<file path="src/hdl/prsr_pkg.sv">
// Shared constants and carrier types for the status read and rotate unit.
package prsr_pkg;

	// ----------------------------------------------------------------
	// Widths
	// ----------------------------------------------------------------
	localparam int unsigned PRSR_DATA_W  = 32;
	localparam int unsigned PRSR_AMT_W   = 5;
	localparam int unsigned PRSR_DEST_W  = 7;
	localparam int unsigned PRSR_FIELD_W = 16;

	// ----------------------------------------------------------------
	// Operation codes and issue slots
	// ----------------------------------------------------------------
	localparam logic [7:0] PRSR_OP_RD_DPC = 8'h9c; // Decimal 156.
	localparam logic [7:0] PRSR_OP_RD_SPC = 8'h9d; // Decimal 157.
	localparam logic [7:0] PRSR_OP_RD_CSW = 8'h9e; // Decimal 158.
	localparam logic [7:0] PRSR_OP_ROL    = 8'h61; // Decimal 97.
	localparam logic [2:0] PRSR_SLOT_CMP  = 3'h3;
	localparam logic [2:0] PRSR_SLOT_SHA  = 3'h1;
	localparam logic [2:0] PRSR_SLOT_SHB  = 3'h2;

	// ----------------------------------------------------------------
	// Status word layout, reset values and latency
	// ----------------------------------------------------------------
	localparam int unsigned PRSR_CSW_EVT_LSB  = 0;
	localparam int unsigned PRSR_CSW_MODE_LSB = 16;
	localparam logic [31:0] PRSR_DPC_RST      = 32'h0000_0000;
	localparam logic [31:0] PRSR_SPC_RST      = 32'h0000_0000;
	localparam logic [15:0] PRSR_MODE_RST     = 16'h0000;
	localparam logic [15:0] PRSR_EVT_RST      = 16'h0000;
	localparam int unsigned PRSR_LATENCY      = 1;

	// ----------------------------------------------------------------
	// Carrier types
	// ----------------------------------------------------------------
	typedef struct packed {
		logic        valid;
		logic [7:0]  opcode;
		logic [2:0]  slot;
		logic        has_guard;
		logic [31:0] guard;
		logic [31:0] first_source;
		logic [31:0] second_source;
		logic [6:0]  dest;
	} prsr_issue_t;

	typedef struct packed {
		logic        wr_en;
		logic [6:0]  dest;
		logic [31:0] data;
	} prsr_result_t;

	typedef struct packed {
		logic        valid;
		logic [31:0] target;
		logic        nmi_pending;
		logic        int_pending;
		logic        exception_event;
	} prsr_jump_t;

endpackage : prsr_pkg

</file>
<file path="src/hdl/prsr_core.sv">
// Execution unit for the counter and status reads and the variable rotate.
`timescale 1ns/1ps
`default_nettype none

// Functional notes
// - Opcode 156 returns destination counter, slot 3.
// - Every interruptible jump loads destination counter.
// - Destination counter holds resume address when interrupted.
// - Opcode 158 returns whole status word, slot 3.
// - Status word holds mode and event fields.
// - Opcode 157 returns source counter, slot 3.
// - Source counter loads only without pending events.
// - Rotate 97 uses second source bits 4..0.
// - Destination is first source rotated left n.
// - Guard bit 0 low leaves destination unchanged.
module prsr_core
	import prsr_pkg::*;
(
	input  wire logic                      sys_clk_in,
	input  wire logic                      rst_n_in,
	input  wire prsr_issue_t               issue_in,
	input  wire prsr_jump_t                jump_in,
	input  wire logic                      mode_load_in,
	input  wire logic [PRSR_FIELD_W-1:0]   mode_value_in,
	input  wire logic [PRSR_FIELD_W-1:0]   event_set_in,
	input  wire logic [PRSR_FIELD_W-1:0]   event_clr_in,
	output var prsr_result_t               result_out,
	output logic                           illegal_slot_out,
	output logic [PRSR_DATA_W-1:0]         destination_program_counter_out,
	output logic [PRSR_DATA_W-1:0]         source_program_counter_out,
	output logic [PRSR_DATA_W-1:0]         control_status_word_out
);

	// ----------------------------------------------------------------
	// State
	// ----------------------------------------------------------------
	logic [PRSR_DATA_W-1:0]  dpc_r;
	logic [PRSR_DATA_W-1:0]  spc_r;
	logic [PRSR_FIELD_W-1:0] mode_r;
	logic [PRSR_FIELD_W-1:0] evt_r;
	prsr_result_t            result_r;
	logic                    illegal_r;

	// ----------------------------------------------------------------
	// Decode
	// ----------------------------------------------------------------
	// Opcode and slot decode; an op of ours in a wrong slot never writes.
	logic is_dpc_w;
	logic is_spc_w;
	logic is_csw_w;
	logic is_rol_w;
	logic slot_cmp_w;
	logic slot_shf_w;
	logic ours_w;
	logic legal_w;
	logic guard_ok_w;
	logic wr_nxt;

	assign is_dpc_w   = issue_in.valid && (issue_in.opcode == PRSR_OP_RD_DPC);
	assign is_spc_w   = issue_in.valid && (issue_in.opcode == PRSR_OP_RD_SPC);
	assign is_csw_w   = issue_in.valid && (issue_in.opcode == PRSR_OP_RD_CSW);
	assign is_rol_w   = issue_in.valid && (issue_in.opcode == PRSR_OP_ROL);
	assign slot_cmp_w = (issue_in.slot == PRSR_SLOT_CMP);
	assign slot_shf_w = (issue_in.slot == PRSR_SLOT_SHA) ||
	                    (issue_in.slot == PRSR_SLOT_SHB);
	assign ours_w     = is_dpc_w || is_spc_w || is_csw_w || is_rol_w;
	assign legal_w    = ((is_dpc_w || is_spc_w || is_csw_w) && slot_cmp_w) ||
	                    (is_rol_w && slot_shf_w);
	// A missing guard counts as true; a present one is judged on bit 0 only.
	assign guard_ok_w = !issue_in.has_guard || issue_in.guard[0];
	assign wr_nxt     = legal_w && guard_ok_w;

	// ----------------------------------------------------------------
	// Rotate path
	// ----------------------------------------------------------------
	// Only the low five bits of the amount reach the rotator.
	logic [PRSR_AMT_W-1:0]  rot_amt_w;
	logic [PRSR_DATA_W-1:0] rot_w;
	assign rot_amt_w = issue_in.second_source[PRSR_AMT_W-1:0];

	prsr_rotator #(
		.W     (PRSR_DATA_W),
		.AMT_W (PRSR_AMT_W)
	) u_rotator (
		.value_in    (issue_in.first_source),
		.amount_in   (rot_amt_w),
		.rotated_out (rot_w)
	);

	// ----------------------------------------------------------------
	// Result select
	// ----------------------------------------------------------------
	// Reads see the counters as they stand before any same-cycle jump.
	logic [PRSR_DATA_W-1:0] csw_w;
	logic [PRSR_DATA_W-1:0] data_nxt;
	assign csw_w    = {mode_r, evt_r};
	assign data_nxt = is_dpc_w ? dpc_r :
	                  is_spc_w ? spc_r :
	                  is_csw_w ? csw_w :
	                  rot_w;

	// Result register gives the one-cycle latency of all four operations.
	always_ff @(posedge sys_clk_in or negedge rst_n_in) begin
		if (!rst_n_in) begin
			result_r  <= '0;
			illegal_r <= 1'b0;
		end else begin
			result_r.wr_en <= wr_nxt;
			result_r.dest  <= issue_in.dest;
			result_r.data  <= wr_nxt ? data_nxt : result_r.data;
			illegal_r      <= ours_w && !legal_w;
		end
	end

	// ----------------------------------------------------------------
	// Program counters
	// ----------------------------------------------------------------
	// The destination counter always takes the jump target, so an
	// interrupt taken at the jump resumes at that target.
	logic pend_w;
	assign pend_w = jump_in.nmi_pending || jump_in.int_pending ||
	                jump_in.exception_event;

	always_ff @(posedge sys_clk_in or negedge rst_n_in) begin
		if (!rst_n_in) begin
			dpc_r <= PRSR_DPC_RST;
			spc_r <= PRSR_SPC_RST;
		end else if (jump_in.valid) begin
			dpc_r <= jump_in.target;
			if (!pend_w) begin
				spc_r <= jump_in.target;
			end
		end
	end

	// ----------------------------------------------------------------
	// Status word
	// ----------------------------------------------------------------
	// Event bits are sticky; a set in the clearing cycle wins.
	always_ff @(posedge sys_clk_in or negedge rst_n_in) begin
		if (!rst_n_in) begin
			mode_r <= PRSR_MODE_RST;
			evt_r  <= PRSR_EVT_RST;
		end else begin
			if (mode_load_in) begin
				mode_r <= mode_value_in;
			end
			evt_r <= (evt_r & ~event_clr_in) | event_set_in;
		end
	end

	// ----------------------------------------------------------------
	// Outputs
	// ----------------------------------------------------------------
	assign result_out                      = result_r;
	assign illegal_slot_out                = illegal_r;
	assign destination_program_counter_out = dpc_r;
	assign source_program_counter_out      = spc_r;
	assign control_status_word_out         = csw_w;

	// ----------------------------------------------------------------
	// Assertions
	// ----------------------------------------------------------------
	a_rd_dpc_value: assert property (
		@(posedge sys_clk_in) disable iff (!rst_n_in)
		(is_dpc_w && slot_cmp_w && guard_ok_w) |=>
			(result_out.wr_en && result_out.data == $past(dpc_r)))
		else $error("destination counter read returned wrong value");

	a_dpc_jump_load: assert property (
		@(posedge sys_clk_in) disable iff (!rst_n_in)
		jump_in.valid |=> (destination_program_counter_out == $past(jump_in.target)))
		else $error("destination counter missed jump target");

	a_rd_csw_value: assert property (
		@(posedge sys_clk_in) disable iff (!rst_n_in)
		(is_csw_w && slot_cmp_w && guard_ok_w) |=>
			(result_out.wr_en && result_out.data == $past(control_status_word_out)))
		else $error("status word read returned wrong value");

	a_evt_sticky_set: assert property (
		@(posedge sys_clk_in) disable iff (!rst_n_in)
		(event_set_in != 16'h0000) |=>
			((control_status_word_out[15:0] & $past(event_set_in)) == $past(event_set_in)))
		else $error("event bit not recorded");

	a_rd_spc_value: assert property (
		@(posedge sys_clk_in) disable iff (!rst_n_in)
		(is_spc_w && slot_cmp_w && guard_ok_w) |=>
			(result_out.wr_en && result_out.data == $past(spc_r)))
		else $error("source counter read returned wrong value");

	a_spc_pend_hold: assert property (
		@(posedge sys_clk_in) disable iff (!rst_n_in)
		(jump_in.valid && pend_w) |=> $stable(source_program_counter_out))
		else $error("source counter loaded while event pending");

	a_spc_clean_load: assert property (
		@(posedge sys_clk_in) disable iff (!rst_n_in)
		(jump_in.valid && !pend_w) |=> (source_program_counter_out == $past(jump_in.target)))
		else $error("source counter missed clean jump target");

	a_rol_value: assert property (
		@(posedge sys_clk_in) disable iff (!rst_n_in)
		(is_rol_w && slot_shf_w && guard_ok_w) |=> (result_out.wr_en &&
			result_out.data == (($past(issue_in.first_source) <<
				$past(issue_in.second_source[4:0])) |
			($past(issue_in.first_source) >> (6'd32 - {1'b0,
				$past(issue_in.second_source[4:0])}))))) 
		else $error("rotate result wrong");

	a_guard_false: assert property (
		@(posedge sys_clk_in) disable iff (!rst_n_in)
		(issue_in.has_guard && !issue_in.guard[0]) |=>
			(!result_out.wr_en && $stable(result_out.data)))
		else $error("write despite false guard");

	a_no_guard_wr: assert property (
		@(posedge sys_clk_in) disable iff (!rst_n_in)
		(legal_w && !issue_in.has_guard) |=> result_out.wr_en)
		else $error("unguarded operation did not write");

	a_rol_zero: assert property (
		@(posedge sys_clk_in) disable iff (!rst_n_in)
		(is_rol_w && slot_shf_w && guard_ok_w && rot_amt_w == 5'h00) |=>
			(result_out.data == $past(issue_in.first_source)))
		else $error("zero rotate altered value");

endmodule : prsr_core
`default_nettype wire

</file>
<file path="src/hdl/prsr_rotator.sv">
// Combinational left rotator used by the shifter path.
`timescale 1ns/1ps
`default_nettype none
module prsr_rotator #(
	parameter int unsigned W     = 32,
	parameter int unsigned AMT_W = 5
) (
	input  wire logic [W-1:0]     value_in,
	input  wire logic [AMT_W-1:0] amount_in,
	output logic      [W-1:0]     rotated_out
);

	// ----------------------------------------------------------------
	// Rotate by shifting a doubled copy
	// ----------------------------------------------------------------
	// Shifting the doubled word avoids a W-n shift that is a full W-bit shift at n=0.
	logic [2*W-1:0] doubled_w;
	assign doubled_w   = {value_in, value_in} << amount_in;
	assign rotated_out = doubled_w[2*W-1:W];

endmodule : prsr_rotator
`default_nettype wire

</file>
<file path="config.mk">
export PLATFORM = sky130hd
export DESIGN_NAME = prsr_core
export DESIGN_NICKNAME = d
export VERILOG_FILES = /design/src/hdl/prsr_pkg.sv /design/src/hdl/prsr_core.sv /design/src/hdl/prsr_rotator.sv
export SDC_FILE = /design/constraint.sdc
export NUM_CORES = 1
export LEC_CHECK = 0
export BUFFER_PORTS_ARGS = -buffer_cell sky130_fd_sc_hd__buf_2
export CORE_AREA = 2 2 188 190
export CTS_CLUSTER_SIZE = 16
export DETAILED_ROUTE_END_ITERATION = 12
export DIE_AREA = 0 0 190 192
export HOLD_SLACK_MARGIN = 0.1
export SYNTH_ARGS = -nofsm -noshare
export SYNTH_HDL_FRONTEND = slang
export SYNTH_HIERARCHICAL = 1
export SYNTH_SLANG_ARGS = --single-unit
</file>
<file path="constraint.sdc">
create_clock -name sys_clk_in -period 1.95 [get_ports sys_clk_in]
set_input_delay 0.2925 -clock sys_clk_in [delete_from_list [all_inputs] [get_ports sys_clk_in]]
set_output_delay 0.2925 -clock sys_clk_in [all_outputs]
set_load 0.005 [all_outputs]
</file>
==> flow_summary.yaml <==
sta:
  relSlewSlack_pct: 60.9
  tightestPinTransition_ns: 0.587
  hold_viol_final: 0
  fin_crit_ns: 2.15
  fmax_mhz: 464
  fin_ws_ns: -0.204
  finalSetupViolCount: 32
  drv_slew: 0
  fin_skew_ns: 0.00862
  rsz0062_at_grt: "true"
  fin_crit_sh_pct: 110
placed_design:
  dp_hpwl_um: 23200
  dp_slack_ns: -0.817
  portBuffers: 281
  dp_cells: 1376
  dpl_cell_area_mm2: 0.0108
  routabilityCongestion: 0.906
worst_setup_path:
  criticalPathCategory: "input pin to register"
  timing.rr.start: "evt_r[10]$_DFF_PN0_"
  r2r_slack_ns: 0.57
  r2r-end: "result_out[10]$_DFFE_PN0P_"
  cp_slowest_stage_delay_ns: 0.57
  cpMaxStageDelayCell: "mux4_2"
  cp_num_buf_inv: 2
  worstSetupEndpointType: "register"
  crit_family: "multiplexers"
  start_kind: "input pin"
  cp_data_required_time_ns: 2.25
  cp_cell_sequence: "buf_12 > buf_12 > mux4_2 > mux4_2 > mux2_4 > nand3_2 > nand4_1 > mux2_4"
  path_max_fanout: 8
  rr_worst_depth: 4
  cp.arrival_ns: 2.46
power_and_ir_drop:
  power_frac_seq_pct: 37.7
  combPwrFrac_pct: 27.0
  internal_power_w: 0.00626
  switching_share_pct: 31.0
  clkPwrFrac_pct: 35.3
  power_density_mw_per_mm2: 733
  p_leak_nw: 5.55
  peakVddDrop_mv: 0.572
  p_switching_w: 0.00281
floorplan:
  dieArea_mm2: 0.0365
  num_rows: 68
  ios: 340
  core_mm2: 0.0343
  initial_core_util_pct: 24.8
  die_h_um: 192
  die_x_um: 190
run:
  max_cap_violations: 0
synthesis:
  synth-edff-count: 0
  ys_ff_latch: 137
  synth_ff_type: "dfrtp_1"
  synth_area_per_cell_um2: 12.9
  ys_warn_count: 6
  synth_top_cell_by_area: "dfrtp_1"
  synthTopCellsByArea: "dfrtp_1 (40%), mux2_2 (19%), mux4_2 (17%)"
  synth_cell_types: 32
  yosys.area.top_type_share_pct: 40.3
  synth_async_sr_flop_share_pct: 100
  synth_nets: 864
  synthCells: 661
  synth_area_mm2: 0.00851
  ys_seq_area_share_pct: 40.3
drt:
  antenna_left: 0
  drc: 0
  dr.pass1.iters: 4
  wirelength_um: 31800
  post_drt_wl_per_cell_um: 21.5
  drtIter0Drc: 425
  routed-via-count: 7534
  via_per_inst: 5.10
clocking:
  clkLatencyLatePin_ns: 0.43
  cts_root_buf: "clkbuf_16"
  clk_path_buf_depth: 2
  cts_tree: "built"
  cts.sinks: 137
  h-tree-depth: 4
  cts_buffers: 17
  cts.clk_slew.worst_paths_ns: 0.06
global_route:
  antenna_found_initial: 0
  grt_pass1_vias: 7635
  grt_overflow: 0
  grt_max_degree: 65
  grt_pass1_wl_um: 46900
  gr-usage-all-layers_pct: 17.1
hold_path:
  worstHoldEndpoint: "destination_program_counter_out[13]$_DFFE_PN0P_"
  hp-start: "jump_in[16]"
  hold_class: "input pin to register"
  holdPathStages: 2
final_layout:
  area_growth_pct: 45.3
  drive_gt1_share_pct: 60.5
  antennaDiodeCount: 0
  layout.cells.non_filler: 1478
  fin_area_mm2: 0.0124
  fin_nets: 1213
status:
  status: "finished with violations"
  violations: "negative setup slack"
-- worst max-delay path by stage --
stage                       from                          to  cells past startpoint
floorplan           issue_in[10]  result_out[14]$_DFFE_PN0P_                      8
global placement     issue_in[8]  result_out[29]$_DFFE_PN0P_                      8
detailed placement   issue_in[8]  result_out[11]$_DFFE_PN0P_                      8
CTS                  issue_in[8]  result_out[11]$_DFFE_PN0P_                      8
global route         issue_in[8]  result_out[20]$_DFFE_PN0P_                      8
finish               issue_in[8]  result_out[28]$_DFFE_PN0P_                      8
-- repair_timing --
action	4_1_cts	5_1_grt
hold buffers	61	0
setup endpoints to repair	32	32
gates cloned	2	1
endpoints found under the hold margin	114	0
gates resized for setup	52	55
pin swaps	4	23
buffers inserted	4	2
-- power by group through the flow --
stage	combinational (W)	clock, W	sequential, W
finish	0.00245	0.00320	0.00342
global route	0.00264	0.00344	0.00345
CTS	0.00239	0.00330	0.00342
detailed placement	0.00218	0	0.00347
global placement	0.00217	0	0.00347
floorplan	0.00114	0	0.00341
-- final cells by class --
| cell class | instances | area, um^2 |
|---|---|---|
| inverter | 18 | 67.6 |
| timing repair buffer | 399 | 2730 |
| sequential | 137 | 3430 |
| fill | 3370 | 21900 |
| multi-input combinational | 437 | 5000 |
| clock inverter | 14 | 139 |
| tap | 455 | 569 |
| clock buffer | 18 | 429 |
-- layout by cell type, fill, tap and decap left out, types with 4 or more instances in the layout --
cell / Yosys / routed
o21ai_2: 0 / 18
o21ai_0: 32 / 6
or4_1: 32 / 32
a21o_1: 16 / 16
mux4_2: 63 / 64
nand3_2: 0 / 16
buf_6: 7 / 4
clkbuf_16: 0 / 18
buf_4: 4 / 38
buf_12: 2 / 16
dfrtp_1: 137 / 137
dlygate4sd3_1: 0 / 61
clkinv_4: 0 / 4
mux2i_1: 33 / 33
inv_6: 0 / 4
nand4_1: 66 / 66
buf_2: 11 / 277
o21ai_1: 0 / 8
mux2_2: 145 / 96
nand3_1: 34 / 18
inv_1: 18 / 18
mux2_4: 0 / 49
-- synth_stat cells (2+ instances only) --
master,n
mux4_2,63
buf_4,4
buf_1,4
a21o_1,16
buf_6,7
o21ai_0,32
nand4_1,66
inv_1,18
clkbuf_1,41
buf_12,2
nand3_1,34
dfrtp_1,137
mux2i_1,33
or4_1,32
buf_2,11
mux2_2,145
-- state kept, by name, indices dropped and copies added (netlist names) --
| signal | flops |
|---|---|
| result_out | 40 |
| illegal_slot_out | 1 |
| destination_program_counter_out | 32 |
| source_program_counter_out | 32 |
| mode_r | 16 |
| evt_r | 16 |
-- stage by stage --
step	utilization (%)	hold slack [ns]	setup TNS, ns	total power [W]
2_1_floorplan	-	-0.00309	-12.19	0.00455
3_3_place_gp	31.4	0.258	-23.28	0.00564
3_5_place_dp	31.4	0.259	-23.92	0.00565
4_1_cts	35.5	0.100	-3.85	0.00910
5_1_grt	36.0	0.100	-5.66	0.00954
6_report	36.0	0.122	-4.81	0.00906
-- routing by layer --
metal,wire length [um],up-vias,GRT usage (%)
li1,-,3322,-
met4,752,0,5.43
met2,15400,356,28.6
met3,2540,43,5.13
met1,13000,3813,21.3
met5,0,-,0
-- logic make-up (layout without fill, tap and decap cells) --
logic type      after synthesis  in the layout  synth area share (%)
mux                         242            242                  40.1
compound gates               51             51                  3.59
simple gates                144            144                  10.9
buf+inv                      87            449                  5.18
flops                       137            137                  40.3
(Power assumes the default switching activity.)
